[config.mk]
export PLATFORM = sky130hd
export DESIGN_NAME = adsq_ctrl
export DESIGN_NICKNAME = d
export VERILOG_FILES = /design/src/core/adsq_pkg.sv /design/src/core/adsq_clkdiv.sv /design/src/core/adsq_ctrl.sv
export VERILOG_INCLUDE_DIRS = /design/src /design/src/core
export SDC_FILE = /design/constraint.sdc
export NUM_CORES = 1
export LEC_CHECK = 0
export BUFFER_PORTS_ARGS = -buffer_cell sky130_fd_sc_hd__buf_2
export CAP_MARGIN = 10
export CORE_ASPECT_RATIO = 0.9
export CORE_MARGIN = 2
export CORE_UTILIZATION = 56
export DETAILED_ROUTE_END_ITERATION = 8
export PLACE_DENSITY = 0.85
export SYNTH_ARGS = -nofsm -noshare
export SYNTH_HDL_FRONTEND = slang
export SYNTH_SLANG_ARGS = --single-unit
export TNS_END_PERCENT = 5
[constraint.sdc]
create_clock -name clk -period 3.4 [get_ports clk]
set_clock_uncertainty 0.05 [all_clocks]
set_input_delay 0 -clock clk [delete_from_list [all_inputs] [get_ports clk]]
set_output_delay 0 -clock clk [all_outputs]
set_load 0.01 [all_outputs]
[src/core/adsq_defs.svh]
// Register offsets, field positions, reset values and timing counts
`ifndef ADSQ_DEFS_SVH
`define ADSQ_DEFS_SVH

// ----------------------------------------
// Register word offsets (byte addresses)
// ----------------------------------------
`define ADSQ_OFS_CTRL0 4'h0
`define ADSQ_OFS_CTRL1 4'h4
`define ADSQ_OFS_PINSEL 4'h8
`define ADSQ_OFS_RESH 4'hC
`define ADSQ_OFS_RESL 4'h0
`define ADSQ_OFS_RESL_HI 2'h1
`define ADSQ_OFS_MISC 4'h4
`define ADSQ_OFS_MISC_HI 2'h1

// ----------------------------------------
// Field positions
// ----------------------------------------
`define ADSQ_C0_START 7
`define ADSQ_C0_BUSY 6
`define ADSQ_C0_PWR 5
`define ADSQ_C0_ALIGN 4
`define ADSQ_C1_REF_HI 4
`define ADSQ_C1_REF_LO 3
`define ADSQ_C1_DIV_HI 2
`define ADSQ_MISC_IRQF 0
`define ADSQ_MISC_IEN 1
`define ADSQ_MISC_GIE 2
`define ADSQ_MISC_VREFPIN 3

// ----------------------------------------
// Reset values and encodings
// ----------------------------------------
`define ADSQ_RST_BYTE 8'h00
`define ADSQ_REF_SUPPLY 2'h1

// ----------------------------------------
// Timing counts in converter clocks
// ----------------------------------------
`define ADSQ_SAMPLE_CLKS 4'h4
`define ADSQ_CONV_CLKS 4'hC

`endif

[src/core/adsq_pkg.sv]
// Types shared by the converter sequencer control
`default_nettype none
package adsq_pkg;
	typedef enum logic [2:0] {
		ADSQ_IDLE = 3'b001,
		ADSQ_SAMPLE = 3'b010,
		ADSQ_CONVERT = 3'b100
	} adsq_state_e;

	typedef struct packed {
		logic power_on;
		logic sampling;
		logic use_supply_ref;
		logic vref_pin_analog;
	} adsq_analog_ctl_s;
endpackage
`default_nettype wire

[src/core/adsq_clkdiv.sv]
// Converter clock tick generator: system clock divided by a power of two
`include "adsq_defs.svh"
`default_nettype none
module adsq_clkdiv
	import adsq_pkg::*;
(
	input wire logic clk,
	input wire logic rst_n,
	input wire logic run,
	input wire logic [2:0] div_sel,
	output logic tick
);
	logic [6:0] cnt_q;
	logic [6:0] cnt_d;
	logic [6:0] limit;
	logic wrap;

	assign limit = 7'((8'h01 << div_sel) - 8'h01);
	assign wrap = (cnt_q >= limit);
	assign cnt_d = (!run || wrap) ? 7'h00 : cnt_q + 7'h01;

	always_ff @(posedge clk or negedge rst_n) begin
		if (!rst_n) begin
			cnt_q <= 7'h00;
			tick <= 1'b0;
		end else begin
			cnt_q <= cnt_d;
			tick <= run && wrap;
		end
	end
endmodule
`default_nettype wire

[src/core/adsq_ctrl.sv]
// Converter sequencer control with Wishbone register slave
//
// Our own choices: the Wishbone interface to the registers and the address map.
`include "adsq_defs.svh"
`default_nettype none
module adsq_ctrl
	import adsq_pkg::*;
(
	input wire logic clk,
	input wire logic rst_n,
	input wire logic wb_cyc_i,
	input wire logic wb_stb_i,
	input wire logic wb_we_i,
	input wire logic [3:0] wb_adr_i,
	input wire logic [3:0] wb_sel_i,
	input wire logic [31:0] wb_dat_i,
	output logic [31:0] wb_dat_o,
	output logic wb_ack_o,
	output logic wb_err_o,
	input wire logic [11:0] conv_result,
	output logic [7:0] analog_channel_inputs,
	output logic [7:0] pin_digital_disable,
	output logic [3:0] channel_select,
	output logic [2:0] input_source_select,
	output adsq_analog_ctl_s analog_ctl,
	output logic result_strobe,
	output logic adc_irq
);
	// ----------------------------------------
	// Registers
	// ----------------------------------------
	logic [7:0] ctrl0_q;
	logic [7:0] ctrl1_q;
	logic [7:0] analog_pin_select_q;
	logic [7:0] res_hi_q;
	logic [7:0] res_lo_q;
	logic irq_flag_q;
	logic irq_en_q;
	logic gie_q;
	logic vref_pin_q;
	logic start_seen_q;
	adsq_state_e state_q;
	adsq_state_e state_d;
	logic [3:0] phase_q;
	logic [3:0] phase_d;
	logic tick;
	logic ack_q;

	// ----------------------------------------
	// Bus decode
	// ----------------------------------------
	logic req;
	logic sel_c0;
	logic sel_c1;
	logic sel_pin;
	logic sel_res;
	logic hit;
	logic wr_b0;
	logic [31:0] rd_data;
	logic power_on;
	logic start_bit;
	logic launch;
	logic finish;
	logic busy;
	logic left_align;
	logic [11:0] d;

	assign req = wb_cyc_i && wb_stb_i && !ack_q;
	assign sel_c0 = wb_adr_i == `ADSQ_OFS_CTRL0;
	assign sel_c1 = wb_adr_i == `ADSQ_OFS_CTRL1;
	assign sel_pin = wb_adr_i == `ADSQ_OFS_PINSEL;
	assign sel_res = wb_adr_i == `ADSQ_OFS_RESH;
	assign hit = sel_c0 || sel_c1 || sel_pin || sel_res;
	assign wr_b0 = req && wb_we_i && wb_sel_i[0];

	assign power_on = ctrl0_q[`ADSQ_C0_PWR];
	assign start_bit = ctrl0_q[`ADSQ_C0_START];
	assign busy = state_q != ADSQ_IDLE;
	assign left_align = !ctrl0_q[`ADSQ_C0_ALIGN];
	assign d = conv_result;

	// Start fires on the falling edge of a previously raised start bit
	logic start_next;
	assign start_next = (wr_b0 && sel_c0) ? wb_dat_i[`ADSQ_C0_START]
		: start_bit;
	assign launch = start_seen_q && start_bit && !start_next
		&& power_on && !busy;
	assign finish = (state_q == ADSQ_CONVERT) && tick
		&& (phase_q == `ADSQ_CONV_CLKS - 4'h1);

	// Control/status extras live in byte 1 of the control1 word
	assign rd_data = sel_c0 ? {24'h0, ctrl0_q[7], busy, ctrl0_q[5:0]}
		: sel_c1 ? {16'h0, 4'h0, gie_q, vref_pin_q, irq_en_q, irq_flag_q,
			ctrl1_q}
		: sel_pin ? {24'h0, analog_pin_select_q}
		: sel_res ? {16'h0, res_hi_q, res_lo_q}
		: 32'h0000_0000;

	// ----------------------------------------
	// Sequencer
	// ----------------------------------------
	always_comb begin
		state_d = state_q;
		phase_d = phase_q;
		unique case (state_q)
			ADSQ_IDLE: begin
				phase_d = 4'h0;
				if (launch) begin
					state_d = ADSQ_SAMPLE;
				end
			end
			ADSQ_SAMPLE: begin
				if (tick) begin
					phase_d = phase_q + 4'h1;
					if (phase_q == `ADSQ_SAMPLE_CLKS - 4'h1) begin
						state_d = ADSQ_CONVERT;
						phase_d = 4'h0;
					end
				end
			end
			ADSQ_CONVERT: begin
				if (tick) begin
					phase_d = phase_q + 4'h1;
					if (finish) begin
						state_d = ADSQ_IDLE;
						phase_d = 4'h0;
					end
				end
			end
			default: begin
				state_d = ADSQ_IDLE;
				phase_d = 4'h0;
			end
		endcase
		if (!power_on) begin
			state_d = ADSQ_IDLE;
			phase_d = 4'h0;
		end
	end

	adsq_clkdiv u_div (
		.clk(clk),
		.rst_n(rst_n),
		.run(busy),
		.div_sel(ctrl1_q[`ADSQ_C1_DIV_HI:0]),
		.tick(tick)
	);

	// ----------------------------------------
	// Register file
	// ----------------------------------------
	always_ff @(posedge clk or negedge rst_n) begin
		if (!rst_n) begin
			ctrl0_q <= `ADSQ_RST_BYTE;
			ctrl1_q <= `ADSQ_RST_BYTE;
			analog_pin_select_q <= `ADSQ_RST_BYTE;
			irq_en_q <= 1'b0;
			gie_q <= 1'b0;
			vref_pin_q <= 1'b0;
			start_seen_q <= 1'b0;
		end else begin
			if (wr_b0 && sel_c0) begin
				ctrl0_q <= wb_dat_i[7:0];
			end
			if (wr_b0 && sel_c1) begin
				ctrl1_q <= wb_dat_i[7:0];
			end
			if (wr_b0 && sel_pin) begin
				analog_pin_select_q <= wb_dat_i[7:0];
			end
			if (req && wb_we_i && wb_sel_i[1] && sel_c1) begin
				irq_en_q <= wb_dat_i[9];
				gie_q <= wb_dat_i[10];
				vref_pin_q <= wb_dat_i[11];
			end
			// Low-to-high must be seen before the high-to-low counts
			if (!start_bit) begin
				start_seen_q <= 1'b1;
			end else if (launch || busy) begin
				start_seen_q <= 1'b0;
			end
		end
	end

	always_ff @(posedge clk or negedge rst_n) begin
		if (!rst_n) begin
			state_q <= ADSQ_IDLE;
			phase_q <= 4'h0;
			irq_flag_q <= 1'b0;
			res_hi_q <= `ADSQ_RST_BYTE;
			res_lo_q <= `ADSQ_RST_BYTE;
			result_strobe <= 1'b0;
			adc_irq <= 1'b0;
		end else begin
			state_q <= state_d;
			phase_q <= phase_d;
			result_strobe <= finish;
			// Set beats a simultaneous software clear
			if (finish) begin
				irq_flag_q <= 1'b1;
			end else if (req && wb_we_i && wb_sel_i[1] && sel_c1
				&& !wb_dat_i[8]) begin
				irq_flag_q <= 1'b0;
			end
			if (finish && power_on) begin
				res_hi_q <= left_align ? d[11:4] : {4'h0, d[11:8]};
				res_lo_q <= left_align ? {d[3:0], 4'h0} : d[7:0];
			end
			adc_irq <= (irq_flag_q || finish) && irq_en_q && gie_q;
		end
	end

	// ----------------------------------------
	// Bus answer and analog outputs
	// ----------------------------------------
	always_ff @(posedge clk or negedge rst_n) begin
		if (!rst_n) begin
			ack_q <= 1'b0;
			wb_ack_o <= 1'b0;
			wb_err_o <= 1'b0;
			wb_dat_o <= 32'h0000_0000;
			analog_channel_inputs <= `ADSQ_RST_BYTE;
			pin_digital_disable <= `ADSQ_RST_BYTE;
			channel_select <= 4'h0;
			input_source_select <= 3'h0;
			analog_ctl <= '0;
		end else begin
			ack_q <= req;
			wb_ack_o <= req && hit;
			wb_err_o <= req && !hit;
			wb_dat_o <= (req && hit && !wb_we_i) ? rd_data : 32'h0000_0000;
			analog_channel_inputs <= analog_pin_select_q;
			pin_digital_disable <= analog_pin_select_q;
			channel_select <= ctrl0_q[3:0];
			input_source_select <= ctrl1_q[7:5];
			analog_ctl.power_on <= power_on;
			analog_ctl.sampling <= state_d == ADSQ_SAMPLE;
			analog_ctl.use_supply_ref <= ctrl1_q[`ADSQ_C1_REF_HI:
				`ADSQ_C1_REF_LO] == `ADSQ_REF_SUPPLY;
			analog_ctl.vref_pin_analog <= vref_pin_q;
		end
	end
endmodule
`default_nettype wire

# After elaboration in Yosys (flattened, before gate mapping)
# Cells that the tools add are included.
word_totals:
  ff_bits: 100
  input_bits: 57
classes:
  n_addsub: 3
  magnitude_cmp: 1
  n_eq_ne: 14
  shift: 1
  muxes: 26
  reduce_logical: 38
ops:
  columns: ["operator", "count"]
  rows:
  - ["$mux W16", 5]
  - ["$logic_and A1 B1 Y1", 23]
  - ["$mux W4", 5]
  - ["$mux W3", 6]
  - ["$mux W8", 2]
  - ["$eq A4 B4 Y1 const B", 3]
  - ["$pmux W3 S3", 1]
  - ["$pmux W4 S2", 1]
  - ["$add A7 B1 Y7 const B", 1]
  - ["$ge A7 B7 Y1", 1]
  - ["$mux W7", 1]
  - ["$shl A1 B3 Y7 const A", 1]
  - ["$sub A7 B1 Y7 const B", 1]
  - ["$eq A3 B2 Y1 const B", 2]
  - ["$logic_not A1 Y1", 6]
  - ["$logic_or A1 B1 Y1", 6]
  - ["$ne A3 B2 Y1 const B", 2]
  - ["$mux W1", 5]
  - ["$add A4 B1 Y4 const B", 1]
  - ["$eq A4 B2 Y1 const B", 1]
  - ["$eq A4 B3 Y1 const B", 1]
  - ["$logic_not A4 Y1", 1]
  - ["$eq A3 B1 Y1 const B", 1]
  - ["$eq A3 B3 Y1 const B", 1]
  - ["5 further kinds", 5]

# Depth between registers and ports, before layout
# Gate-level depths: netlist of run 1.
depth:
  word_depth: 14
  ltp_mapped: 8

# Hierarchy
# Synthesis of run 1 repeated with hierarchy kept, for this count alone.
hier_totals:
  hier_cells: 358
  area_unflattened_um2: 4399.2
by_module_without_submodules:
  columns: ["mod", "instances", "cells_each", "area_per_inst_um2"]
  rows:
  - ["adsq_ctrl", 1, 302, 3868.7]
  - ["adsq_clkdiv", 1, 56, 530.5]

# Worst setup path before layout of run 1
# OpenSTA, ideal clock, no wires.
synth_path:
  kind: "flip-flop to flip-flop"
  start: "register ctrl1_q[2]"
  end: "register u_div.tick"
  setup_ns: 0.119
  arrival_ns: 1.991
  required_ns: 3.231
  slack_ns: 1.239
  path_stages_with_launch: 9
  n_path_buf: 1
  synth_period_minus_slack_ns: 2.161
  cell_sequence: "dfrtp_1 clkbuf_1 or3_1 ha_1 nand2b_1 a21o_1 a21oi_1 o221ai_1 and2_1"
synth_via:
  elab_chain_cells: 4
synth_rtl:
  columns: ["element", "line_no", "source"]
  rows:
  - ["start: declaration", "adsq_ctrl.sv:33", "logic [7:0] ctrl1_q;"]
  - ["start signal: assignment", "adsq_ctrl.sv:155", "ctrl1_q <= `ADSQ_RST_BYTE;"]
  - ["start signal: assignment", "adsq_ctrl.sv:166", "ctrl1_q <= wb_dat_i[7:0];"]
  - ["$shl A1 B3 Y7", "adsq_clkdiv.sv:18", "assign limit = 7'((8'h01 << div_sel) - 8'h01);"]
  - ["$sub A7 B1 Y7", "adsq_clkdiv.sv:18", null]
  - ["$ge A7 B7 Y1", "adsq_clkdiv.sv:19", "assign wrap = (cnt_q >= limit);"]
  - ["$logic_and A1 B1 Y1", "adsq_clkdiv.sv:28", "tick <= run && wrap;"]
  - ["end signal: assignment", "adsq_clkdiv.sv:28", null]
  - ["end: declaration", "adsq_clkdiv.sv:11", "output logic tick"]
# No other way between the ends.
# A chain may end at the register's enable or synchronous reset.

# Final worst setup path of run 1
layout_path:
  start: "register phase_q[0]"
  end: "register res_lo_q[7]"
layout_via:
  elab_chain_cells: 3
layout_rtl:
  columns: ["element", "line_no", "source"]
  rows:
  - ["start: declaration", "adsq_ctrl.sv:44", "logic [3:0] phase_q;"]
  - ["start signal: assignment", "adsq_ctrl.sv:196", "phase_q <= phase_d;"]
  - ["$eq A4 B4 Y1", "adsq_ctrl.sv:89", "&& (phase_q == `ADSQ_CONV_CLKS - 4'h1);"]
  - ["$logic_and A1 B1 Y1", "adsq_ctrl.sv:88", "assign finish = (state_q == ADSQ_CONVERT) && tick"]
  - ["$logic_and A1 B1 Y1", "adsq_ctrl.sv:205", "if (finish && power_on) begin"]
  - ["end signal: assignment", "adsq_ctrl.sv:191", "res_lo_q <= `ADSQ_RST_BYTE;"]
  - ["end signal: assignment", "adsq_ctrl.sv:207", "res_lo_q <= left_align ? {d[3:0], 4'h0} : d[7:0];"]
  - ["end: declaration", "adsq_ctrl.sv:36", "logic [7:0] res_lo_q;"]
# No other way between the ends.

==> impl_results.md, run 1 <==
* Status: finished, final reports clean
* Worst-path cell chain: ha_1, nor2b_1, and3_1, nand3_1, nand2_1, o21ai_0
* Cell count after synthesis at roughly 360
* First-pass GRT wire length at roughly 15000 um
* Post-CTS sizing at 0
* Port Buf Inserts at roughly 80
* Fill cells at 536
* Final hold viol count at 0
* Synth-to-layout area growth at 20.3%
* FF-to-FF setup slack at 0.92 ns
* Setup TNS Final at 0 ns
* Internal at roughly 1.7 mW
* Wire length on met1 at roughly 3700 um
* Core area at about 0.0075 mm2
* Congestion Overflow GR at 0
* Required @ worst endpoint at 3.56 ns
* Drt pass-1 iters at 4
* Slowest-stage cell, CP: nand3_1
* CTS tree: done
* RSZ-0062 raised after global routing: no
* Max Cap Violations at 0
* Register area share after synthesis at between 50% and 60%
* First DRT Iteration DRCs at 180
* Vias per cell at around 5.4
* Startpoint Class: flop
* Commonest non-fill, non-tap cell in the layout: dfrtp_1
* Pin count of the biggest net entering global routing at 81
* Number of synthesized flops with an enable pin at 0
* CTS Sinks at a little under 100
* Post-DP Area at 0.00469 mm2
* Cts bufs inserted at 9
* Path depth of the worst reg2reg path at 6
* Initial Util at a little under three fifths
* Count of pins over their slew limit at 0
* Final nets at about 530
* Metal3 WL at between 600 and 700 um
* Instance count on the critical path at 6
* Comb pwr share at approximately 9.8%
* Root Buffer: clkbuf_8
* WL/cell at between 15 and 20 um
* Critical Path Fanout Max at 32
* Num rows at 30
* Clock power share at 34.9%
* Max Fclk at approximately 400 MHz
* Vert. Die Dim at about 87 um
* Seq cells post-synth at between 90 and 100
* Ys async rst share at 100%
* Number of global-route vias before repair at slightly above 3000
* Clk_lat worst skew at roughly 0.38 ns
* Sw power at 0.578 mW
* Worst Hold Path Cells at 3
* Ant. Diodes at 0
* Routed wl met2 at 4940 um
* FF+latch area at ~0.0025 mm2
* GR Util All Layers at roughly a quarter
* Slew HR at between 30% and 40%
* Post-synthesis instance area at 0.00432 mm2
* Avg Cell Area, Syn at between 10 and 15 um2
* Crit path kind: flop to flop
* Highest routed layer: met4
* Yosys warnings at 0
* Worst Path Arrival at 2.64 ns
* RD Place Congestion at roughly 0.8
* DRC violations left at 0
* Final setup fails at 0
* Element type at the critical path end: flop
* Final design utilization at just under 70%
* Design area at approximately 0.0052 mm2
* Worst-path clk slew at roughly 0.10 ns
* Critical path's largest stage delay at ~0.70 ns
* Ys flop type: dfrtp_1
* Fraction of layout cells with a size suffix above 1 at about 29%
* Critical path buffer and inverter count at 0
* Area of the multi-input gates at approximately 0.0016 mm2
* Final period util at ~73%
* DIE WIDTH at ~97 um
* Sequential power share at a little under three fifths
* Die footprint at approximately 0.0084 mm2
* H-tree levels at 3
* PD cells at between 400 and 500 mW/mm2
* Via count at roughly 3000
* Synth cell types at 47
* Hpwl dp at just over 6000 um
* Antenna violations before repair at 0
* Clock period minus worst slack at ~2.5 ns
* Worst vdd ir at approximately 0.32 mV
* Cell family with most CP delay: simple AND/OR/NAND/NOR gates
* Commonest cells after routing, fill and taps aside: 98 x dfrtp_1, 80 x buf_2, 35 x nand2_1
* Leakage at about 2.7 nW
* Slew @ Worst Pin at 0.996 ns
* CTS Buffer Depth at 2
* Remaining antenna violation count at 0
* Final WL at 9560 um
* Sw Share at roughly a quarter
* Num ports at 120
* Hold WC Path Type: primary input to flop
## flip-flops by register name, indices dropped and copies added (netlist names), 3 cells and up
| register | flops |
|---|---|
| analog_ctl | 4 |
| phase_q | 4 |
| res_hi_q | 8 |
| res_lo_q | 8 |
| analog_pin_select_q | 8 |
| channel_select | 4 |
| ctrl1_q | 8 |
| wb_dat_o | 16 |
| ctrl0_q | 7 |
| state_q | 3 |
| input_source_select | 3 |
| u_div.cnt_q | 7 |
| pin_digital_disable | 8 |
## path summary, 6_finish.rpt
kind                                           to                    from
setup / recovery                      res_lo_q[7]              phase_q[0]
hold / removal                           wb_ack_o             wb_adr_i[1]
setup reg to reg                      res_lo_q[7]              phase_q[0]
hold reg to reg            pin_digital_disable[3]  analog_pin_select_q[3]
max in group asynchronous              state_q[0]                   rst_n
min in group asynchronous             wb_dat_o[9]                   rst_n
## power groups by stage
stage          combinational (mW)  sequential [mW]  clock [mW]
2_1_floorplan               0.123             1.27           0
3_3_place_gp                0.185             1.27           0
3_5_place_dp                0.194             1.27           0
4_1_cts                     0.220             1.25       0.799
5_1_grt                     0.244             1.26       0.846
6_report                    0.222             1.25       0.791
## tightest hold or removal path, stage by stage
cell,delay (ns)
buf_2,0.07
or2_1,0.26
nor2_2,0.08
## Yosys cell counts (2+ instances only)
cell	number	area [um2]
a21o_1	3	22.5
nor3b_1	3	22.5
dfrtp_1	98	2450
a21oi_1	7	35.0
nor2_1	15	56.3
nor3_1	10	50.1
and3_1	8	50.1
a211oi_1	3	22.5
mux2_2	29	327
inv_1	4	15.0
clkbuf_1	9	33.8
o21ai_0	24	120
or3_1	2	12.5
nor2b_1	7	43.8
nor2_2	2	12.5
nand3_1	6	30.0
buf_4	24	180
a22oi_1	3	22.5
o21a_1	2	15.0
and2_1	4	25.0
ha_1	9	113
xor2_1	2	17.5
nand2b_1	11	68.8
nand2_1	35	131
xnor2_1	3	26.3
a2111oi_0	3	26.3
mux2i_1	17	170
## repair_timing
| action | 4_1_cts | 5_1_grt |
|---|---|---|
| buffers inserted | 0 | 0 |
| endpoints found under the hold margin | 128 | 0 |
| hold buffers | 30 | 0 |
## logic make-up (layout without fill, tap and decap cells)
logic type / Yosys count / count (layout) / share of synthesized area, %
XOR/XNOR: 5 / 5 / 1.01
buffers and inverters: 39 / 133 / 5.68
AND/OR/NAND/NOR: 112 / 112 / 13.9
flip-flops: 99 / 99 / 57.4
adder cells (fa/ha/maj): 9 / 9 / 2.61
other: 1 / 16 / 0.0869
AO/OA/AOI/OAI: 51 / 51 / 7.30
multiplexers: 47 / 47 / 12.0
## metrics by stage
| stage | power (mW) | hold WS, ns | worst slack [ns] | std cells |
|---|---|---|---|---|
| floorplan | 1.39 | -0.346 | 1.24 | 378 |
| global placement | 1.46 | 0.152 | 1.12 | 522 |
| detailed placement | 1.47 | 0.168 | 1.04 | 522 |
| CTS | 2.27 | 0.0223 | 1.02 | 568 |
| global route | 2.35 | 0.0444 | 0.674 | 568 |
| finish | 2.26 | 0.0305 | 0.924 | 568 |
## per-layer routing
layer	GRT usage [%]	vias to the layer above
met3	5.71	23
met1	29.7	1487
met5	0	-
met4	12.5	0
met2	40.5	119
li1	-	1430
## area by class of cell
| type | instances | share of cell area (%) |
|---|---|---|
| Multi-Input combinational cell | 240 | 31.7 |
| Clock inverter | 6 | 1.37 |
| Inverter | 4 | 0.289 |
| Sequential cell | 99 | 47.7 |
| Tap cell | 96 | 2.31 |
| Timing Repair Buffer | 113 | 13.9 |
| Clock buffer | 10 | 2.65 |
Power figures use the tool's default switching activity.
==> inputs of run 2 (changes only) <==
- ABC_AREA: not set -> 1
- CORE_UTILIZATION: 56 -> 47
- PLACE_DENSITY: 0.85 -> 0.76
- clock period: 3.4 -> 2.15 ns (I/O delays scaled with it)
==> run 2 against run 1 <==
Net effect: flip-flop and latch count is the same; register-to-register slack got worse by 0.55 ns; wire length is 4.3% lower; hold slack worse by 0.0030 ns; global-route usage fell by 4.9 points; critical endpoint is now analog_ctl[2]; critical path depth grew 5; die area increased by 19%; via count up 11%; largest power group unchanged; first-iteration DRC count rose by 12%; sequential power rose by 64%; count of clock-buffer cells in the layout up 1.
==> impl_results.md, run 2 <==
* Ys async rst share at 100%
* Synth-to-layout area growth at 20.8%
* Setup TNS Final at 0 ns
* First-pass GRT wire length at approximately 15000 um
* Required @ worst endpoint at 2.39 ns
* Synth cell types at 36
* Worst setup margin at between 0.15 and 0.2 ns
* Via count at about 3400
* Synth cell count leaders: 98 x dfrtp_1, 88 x nand2_1, 47 x inv_1, 39 x o21ai_0, 32 x nor2_1
* Yosys warnings at 0
* Max Cap Violations at 0
* Vert. Die Dim at ~95 um
* Worst vdd ir at slightly below 0.4 mV
* WL/cell at 13.3 um
* Leading area contributor after synthesis: dfrtp_1
* Critical Path Fanout Max at 6
* Worst Path Arrival at around 2.2 ns
* Layout Cells excl Fill at 688
* Cts bufs inserted at 9
* Remaining antenna violation count at 0
* H-tree levels at 3
* Vias per cell at about 4.9
* Element type at the critical path end: flop
* Clock period minus worst slack at roughly 2 ns
* Max reg flops at 16
* Num ports at 120
* Die footprint at about 0.010 mm2
* Hold Worst Slack at around 0.027 ns
* Status: finished, final reports clean
* Drt pass-1 iters at 4
* Hpwl dp at between 6000 and 7000 um
* Final WL at 9150 um
* Crit path kind: primary input to flop
* Slowest-stage cell, CP: dlygate4sd3_1
* CTS Buffer Depth at 2
* Leakage at 2.78 nW
* Root Buffer: clkbuf_8
* Dpl ws at 0.373 ns
* PD cells at roughly 700 mW/mm2
* Antenna violations before repair at 0
* Initial Util at about half
* Worst-path cell chain: dlygate4sd3_1, buf_2, nand2_1, dlygate4sd3_1, nor2_2, nand3_2, nor2_4, nand4_2, nand2_1, nand2_2, nor2_1
* Count leader, synth: dfrtp_1
* Area fraction of the dominant cell type after synthesis at 56.5%
* Core area at 0.00904 mm2
* Number of synthesized flops with an enable pin at 0
* Commonest non-fill, non-tap cell in the layout: dfrtp_1
* Clk_lat worst skew at ~0.36 ns
* Biggest register: wb_dat_o
* Design area at roughly 0.0052 mm2
* Hold WC Path Type: primary input to flop
* Critical path's largest stage delay at 0.56 ns
* CTS tree: done
* DIE WIDTH at 105 um
* GR Util All Layers at between 10% and 20%
* Num rows at 33
* Dpl cells at 641
* Worst-path clk slew at about 0.090 ns
* Final nets at 627
* CTS Sinks at between 90 and 100
* Number of global-route vias before repair at around 3300
* Buffer count from post-CTS setup fixing at 0
* Commonest cells after routing, fill and taps aside: 98 x dfrtp_1, 88 x nand2_1, 80 x buf_2
* Avg Cell Area, Syn at about 9.6 um2
* Fill cells at a little over 800
* Cell count after synthesis at between 400 and 500
* RD Place Congestion at roughly 0.81
* Final setup fails at 0
* Ys flop type: dfrtp_1
* DRC violations left at 0
* Seq cells post-synth at 99
* Final hold viol count at 0
* FF+latch area at between 0.002 and 0.0025 mm2
* Post-synthesis instance area at around 0.0043 mm2
* Path depth of the worst reg2reg path at 6
* Congestion Overflow GR at 0
* Post-DP Area at between 0.004 and 0.005 mm2
* Startpoint Class: primary input
* Register area share after synthesis at a little under three fifths
* Count of pins over their slew limit at 0
* Pin count of the biggest net entering global routing at 43
* Tot Pwr at between 3 and 4 mW
* Final design utilization at roughly three fifths
* First DRT Iteration DRCs at roughly 200
* Area of the multi-input gates at between 0.001 and 0.0015 mm2
* Fraction of layout cells with a size suffix above 1 at 21.7%
* Ant. Diodes at 0
* RSZ-0062 raised after global routing: no
* Final period util at 91.2%
* Port Buf Inserts at 81
* Worst Hold Path Cells at 5
* Top post-synthesis cells by area: dfrtp_1 56%, nand2_1 7.6%, o21ai_0 4.5%, buf_4 4.3%, inv_1 4.1%
* Max Fclk at 510 MHz
run 2: cell count changes after synthesis, moves of 8 or more:
cell / before / now
nand2_1: 35 / 88
o21ai_1: 0 / 15
inv_1: 4 / 47
o22ai_1: 0 / 8
nor2_1: 15 / 32
mux2_2: 29 / 0
nand3_1: 6 / 17
nand2b_1: 11 / 0
mux2i_1: 17 / 0
and3_1: 8 / 0
o21ai_0: 24 / 39
nor3_1: 10 / 0
run 2: cell families (layout without fill, tap and decap cells):
family                   Yosys count  in the layout  share of synthesized area, %
AND/OR/NAND/NOR                  164            164                          17.6
flip-flops                        99             99                          57.1
buffers and inverters             88            185                          10.3
AO/OA/AOI/OAI                     86             86                          11.0
adder cells (fa/ha/maj)            9              9                          2.59
XOR/XNOR                           7              7                          1.41
other                              1             16                        0.0863
run 2: cell type report:
type | instances | share of cell area (%)
inverters | 54 | 3.86
clock buffers | 11 | 2.70
well taps | 122 | 2.91
flip-flops and latches | 99 | 47.3
clock inverters | 5 | 0.692
repair buffers | 115 | 14.4
multi-input cells | 282 | 28.2
run 2: worst max-delay path: cells and delay by family:
kind / cells / cell delay [ns]
buffers and inverters: 3 / 1.18
AND/OR/NAND/NOR: 8 / 1.02
run 2: power by group:
group / switching, mW / total (mW) / internal (mW)
registers: 0.0788 / 2.05 / 1.97
clock network: 0.644 / 1.10 / 0.460
logic: 0.318 / 0.513 / 0.195
run 2: final timing paths:
kind / startpoint / end / slack [ns]
worst max-delay path: wb_stb_i / analog_ctl[2] / 0.19
worst min-delay path: wb_adr_i[2] / wb_dat_o[11] / 0.03
worst max register to register: ctrl1_q[1] / u_div.cnt_q[3] / 0.37
worst min register to register: vref_pin_q / analog_ctl[0] / 0.36
max in group asynchronous: rst_n / channel_select[0] / 1.33
min in group asynchronous: rst_n / u_div.cnt_q[2] / 0.06
run 2: timing repair:
item / CTS / global route
setup endpoints to repair: 0 / 1
gates resized for setup: 0 / 1
hold buffers: 31 / 0
hold endpoints to repair: 149 / 0
run 2: routing by layer:
layer | global-route usage, % | share of wire (%) | up-vias
li1 | - | - | 1648
met1 | 25.5 | 45 | 1651
met2 | 32.2 | 48 | 85
met3 | 4.31 | 4.7 | 14
met4 | 7.56 | 2.0 | 0
met5 | 0 | 0 | -
==> inputs of run 3 (changes only) <==
- CORE_UTILIZATION: 47 -> 49
- CTS_BUF_LIST: not set -> sky130_fd_sc_hd__clkbuf_4 sky130_fd_sc_hd__clkbuf_8
- PLACE_DENSITY: 0.76 -> 0.79
==> run 3 against run 2 <==
Net effect: count of clock-buffer cells in the layout is the same; clock power is essentially flat; largest cell class unchanged; utilization grew 2.8 points; register-to-register slack lost 0.11 ns; final cell count shrank 0.29%.
==> impl_results.md, run 3 (synthesis gave the netlist of run 2 again) <==
* Status: finished, final reports clean
* CTS Buffer Depth at 2
* First-pass GRT wire length at about 16000 um
* Core area at about 0.0086 mm2
* Leakage at between 2 and 3 nW
* Vias per cell at between 4 and 5
* CTS tree: done
* Startpoint Class: primary input
* DIE WIDTH at slightly above 100 um
* Hold path start: wb_sel_i[0]
* Clock period minus worst slack at around 2 ns
* Biggest register: wb_dat_o
* Dpl cells at about 640
* Die footprint at around 0.0096 mm2
* Pin count of the biggest net entering global routing at 45
* Worst-path clk slew at 0.09 ns
* Count of pins over their slew limit at 0
* Commonest non-fill, non-tap cell in the layout: dfrtp_1
* Remaining antenna violation count at 0
* Num rows at 32
* Vert. Die Dim at between 90 and 100 um
* Max reg flops at 16
* Port Buf Inserts at a little over 80
* Slowest-stage cell, CP: dlygate4sd3_1
* Cts bufs inserted at 9
* Drt pass-1 iters at 5
* Critical path buffer and inverter count at 3
* Congestion Overflow GR at 0
* GR Util All Layers at a little over a fifth
* Element type at the critical path end: flop
* WL/cell at between 10 and 15 um
* Num ports at 120
* RSZ-0062 raised after global routing: no
* Cell family with most CP delay: buffers and inverters
* Final WL at between 9000 and 10000 um
* Critical path origin: wb_stb_i
* Hold WC Path Type: primary input to flop
* Slew HR at a little under two thirds
* First DRT Iteration DRCs at 253
* H-tree levels at 3
* Fill cells at between 700 and 800
* Critical Path Fanout Max at 6
* Max Cap Violations at 0
* Hold Worst Slack at around 0.021 ns
* Worst Path Arrival at 2.20 ns
* Number of global-route vias before repair at 3324
* PD cells at ~700 mW/mm2
* Buffer count from post-CTS setup fixing at 0
* Setup TNS Final at 0 ns
* Fraction of layout cells with a size suffix above 1 at around 22%
* Final period util at between 90% and 100%
* CTS Sinks at a little under 100
* Ant. Diodes at 0
* Worst-path cell chain: dlygate4sd3_1, buf_2, nand2_1, dlygate4sd3_1, nor2_2, nand3_2, nor2_4, nand4_2, nand2_1, nand2_2, nor2_1
* Post-CTS sizing at 0
* Final hold viol count at 0
* Initial Util at roughly 50%
* Hpwl dp at 6710 um
* Synth-to-layout area growth at 20.6%
* Clk_lat worst skew at between 0.3 and 0.4 ns
* Required @ worst endpoint at roughly 2.4 ns
* RR Startpoint: ctrl1_q[0]
* Critical path's largest stage delay at roughly 0.56 ns
* FF-to-FF setup slack at roughly 0.26 ns
* DRC violations left at 0
* Commonest cells after routing, fill and taps aside: 98 x dfrtp_1, 88 x nand2_1, 80 x buf_2
* Max Fclk at between 500 and 600 MHz
* Final nets at around 630
* Layout Cells excl Fill at 686
* Antenna violations before repair at 0
* Crit path kind: primary input to flop
* # hold bufs at CTS at 31
* Worst vdd ir at 0.332 mV
* Final setup fails at 0
* Via count at between 3000 and 4000
* RD Place Congestion at between 0.8 and 0.9
* Slew @ Worst Pin at 0.545 ns
* Root Buffer: clkbuf_8
[run 3: per-layer routing]
metal | track usage (%) | part of all wire [%] | vias to the layer above
li1 | - | - | 1647
met1 | 29.8 | 44 | 1625
met2 | 34.6 | 48 | 126
met3 | 5.01 | 6.5 | 18
met4 | 6.91 | 1.7 | 0
met5 | 0 | 0 | -
[run 3: tightest hold or removal path, delay by kind of cell]
| kind | cells | cell delay, ns |
|---|---|---|
| buffers and inverters | 1 | 0.10 |
| AOI/OAI and AO/OA | 1 | 0.06 |
| and+or+nand+nor | 3 | 0.23 |
[run 3: through the flow]
stage / utilization [%] / total power, mW / cell area (um2) / setup slack [ns]
detailed placement: 55.1 / 2.56 / 4740 / 0.269
floorplan: - / 2.39 / 4400 / 0.614
finish: 60.8 / 3.68 / 5240 / 0.187
CTS: 60.8 / 3.69 / 5240 / 0.220
global route: 60.8 / 3.87 / 5240 / 0.00808
global placement: 55.1 / 2.53 / 4740 / 0.461
[run 3: cell type report]
class / count / area [um2] / share of cell area (%)
repair buffers: 116 / 748 / 14.3
inverters: 54 / 203 / 3.87
well taps: 119 / 149 / 2.84
multi-input cells: 282 / 1480 / 28.2
flip-flops and latches: 99 / 2480 / 47.3
clock inverters: 5 / 37.5 / 0.717
clock buffers: 11 / 145 / 2.77
[run 3: power by group]
part / switching [mW] / internal (mW)
registers: 0.0823 / 1.97
clock network: 0.636 / 0.469
logic: 0.325 / 0.195
total: 1.04 / 2.63
[run 3: path summary, 6_finish.rpt]
path / endpoint / cells after the start
max: analog_ctl[2] / 11
min: ctrl0_q[4] / 5
max reg2reg: u_div.cnt_q[3] / 7
min reg2reg: pin_digital_disable[2] / 0
max in group asynchronous: state_q[0] / 3
min in group asynchronous: u_div.cnt_q[2] / 2
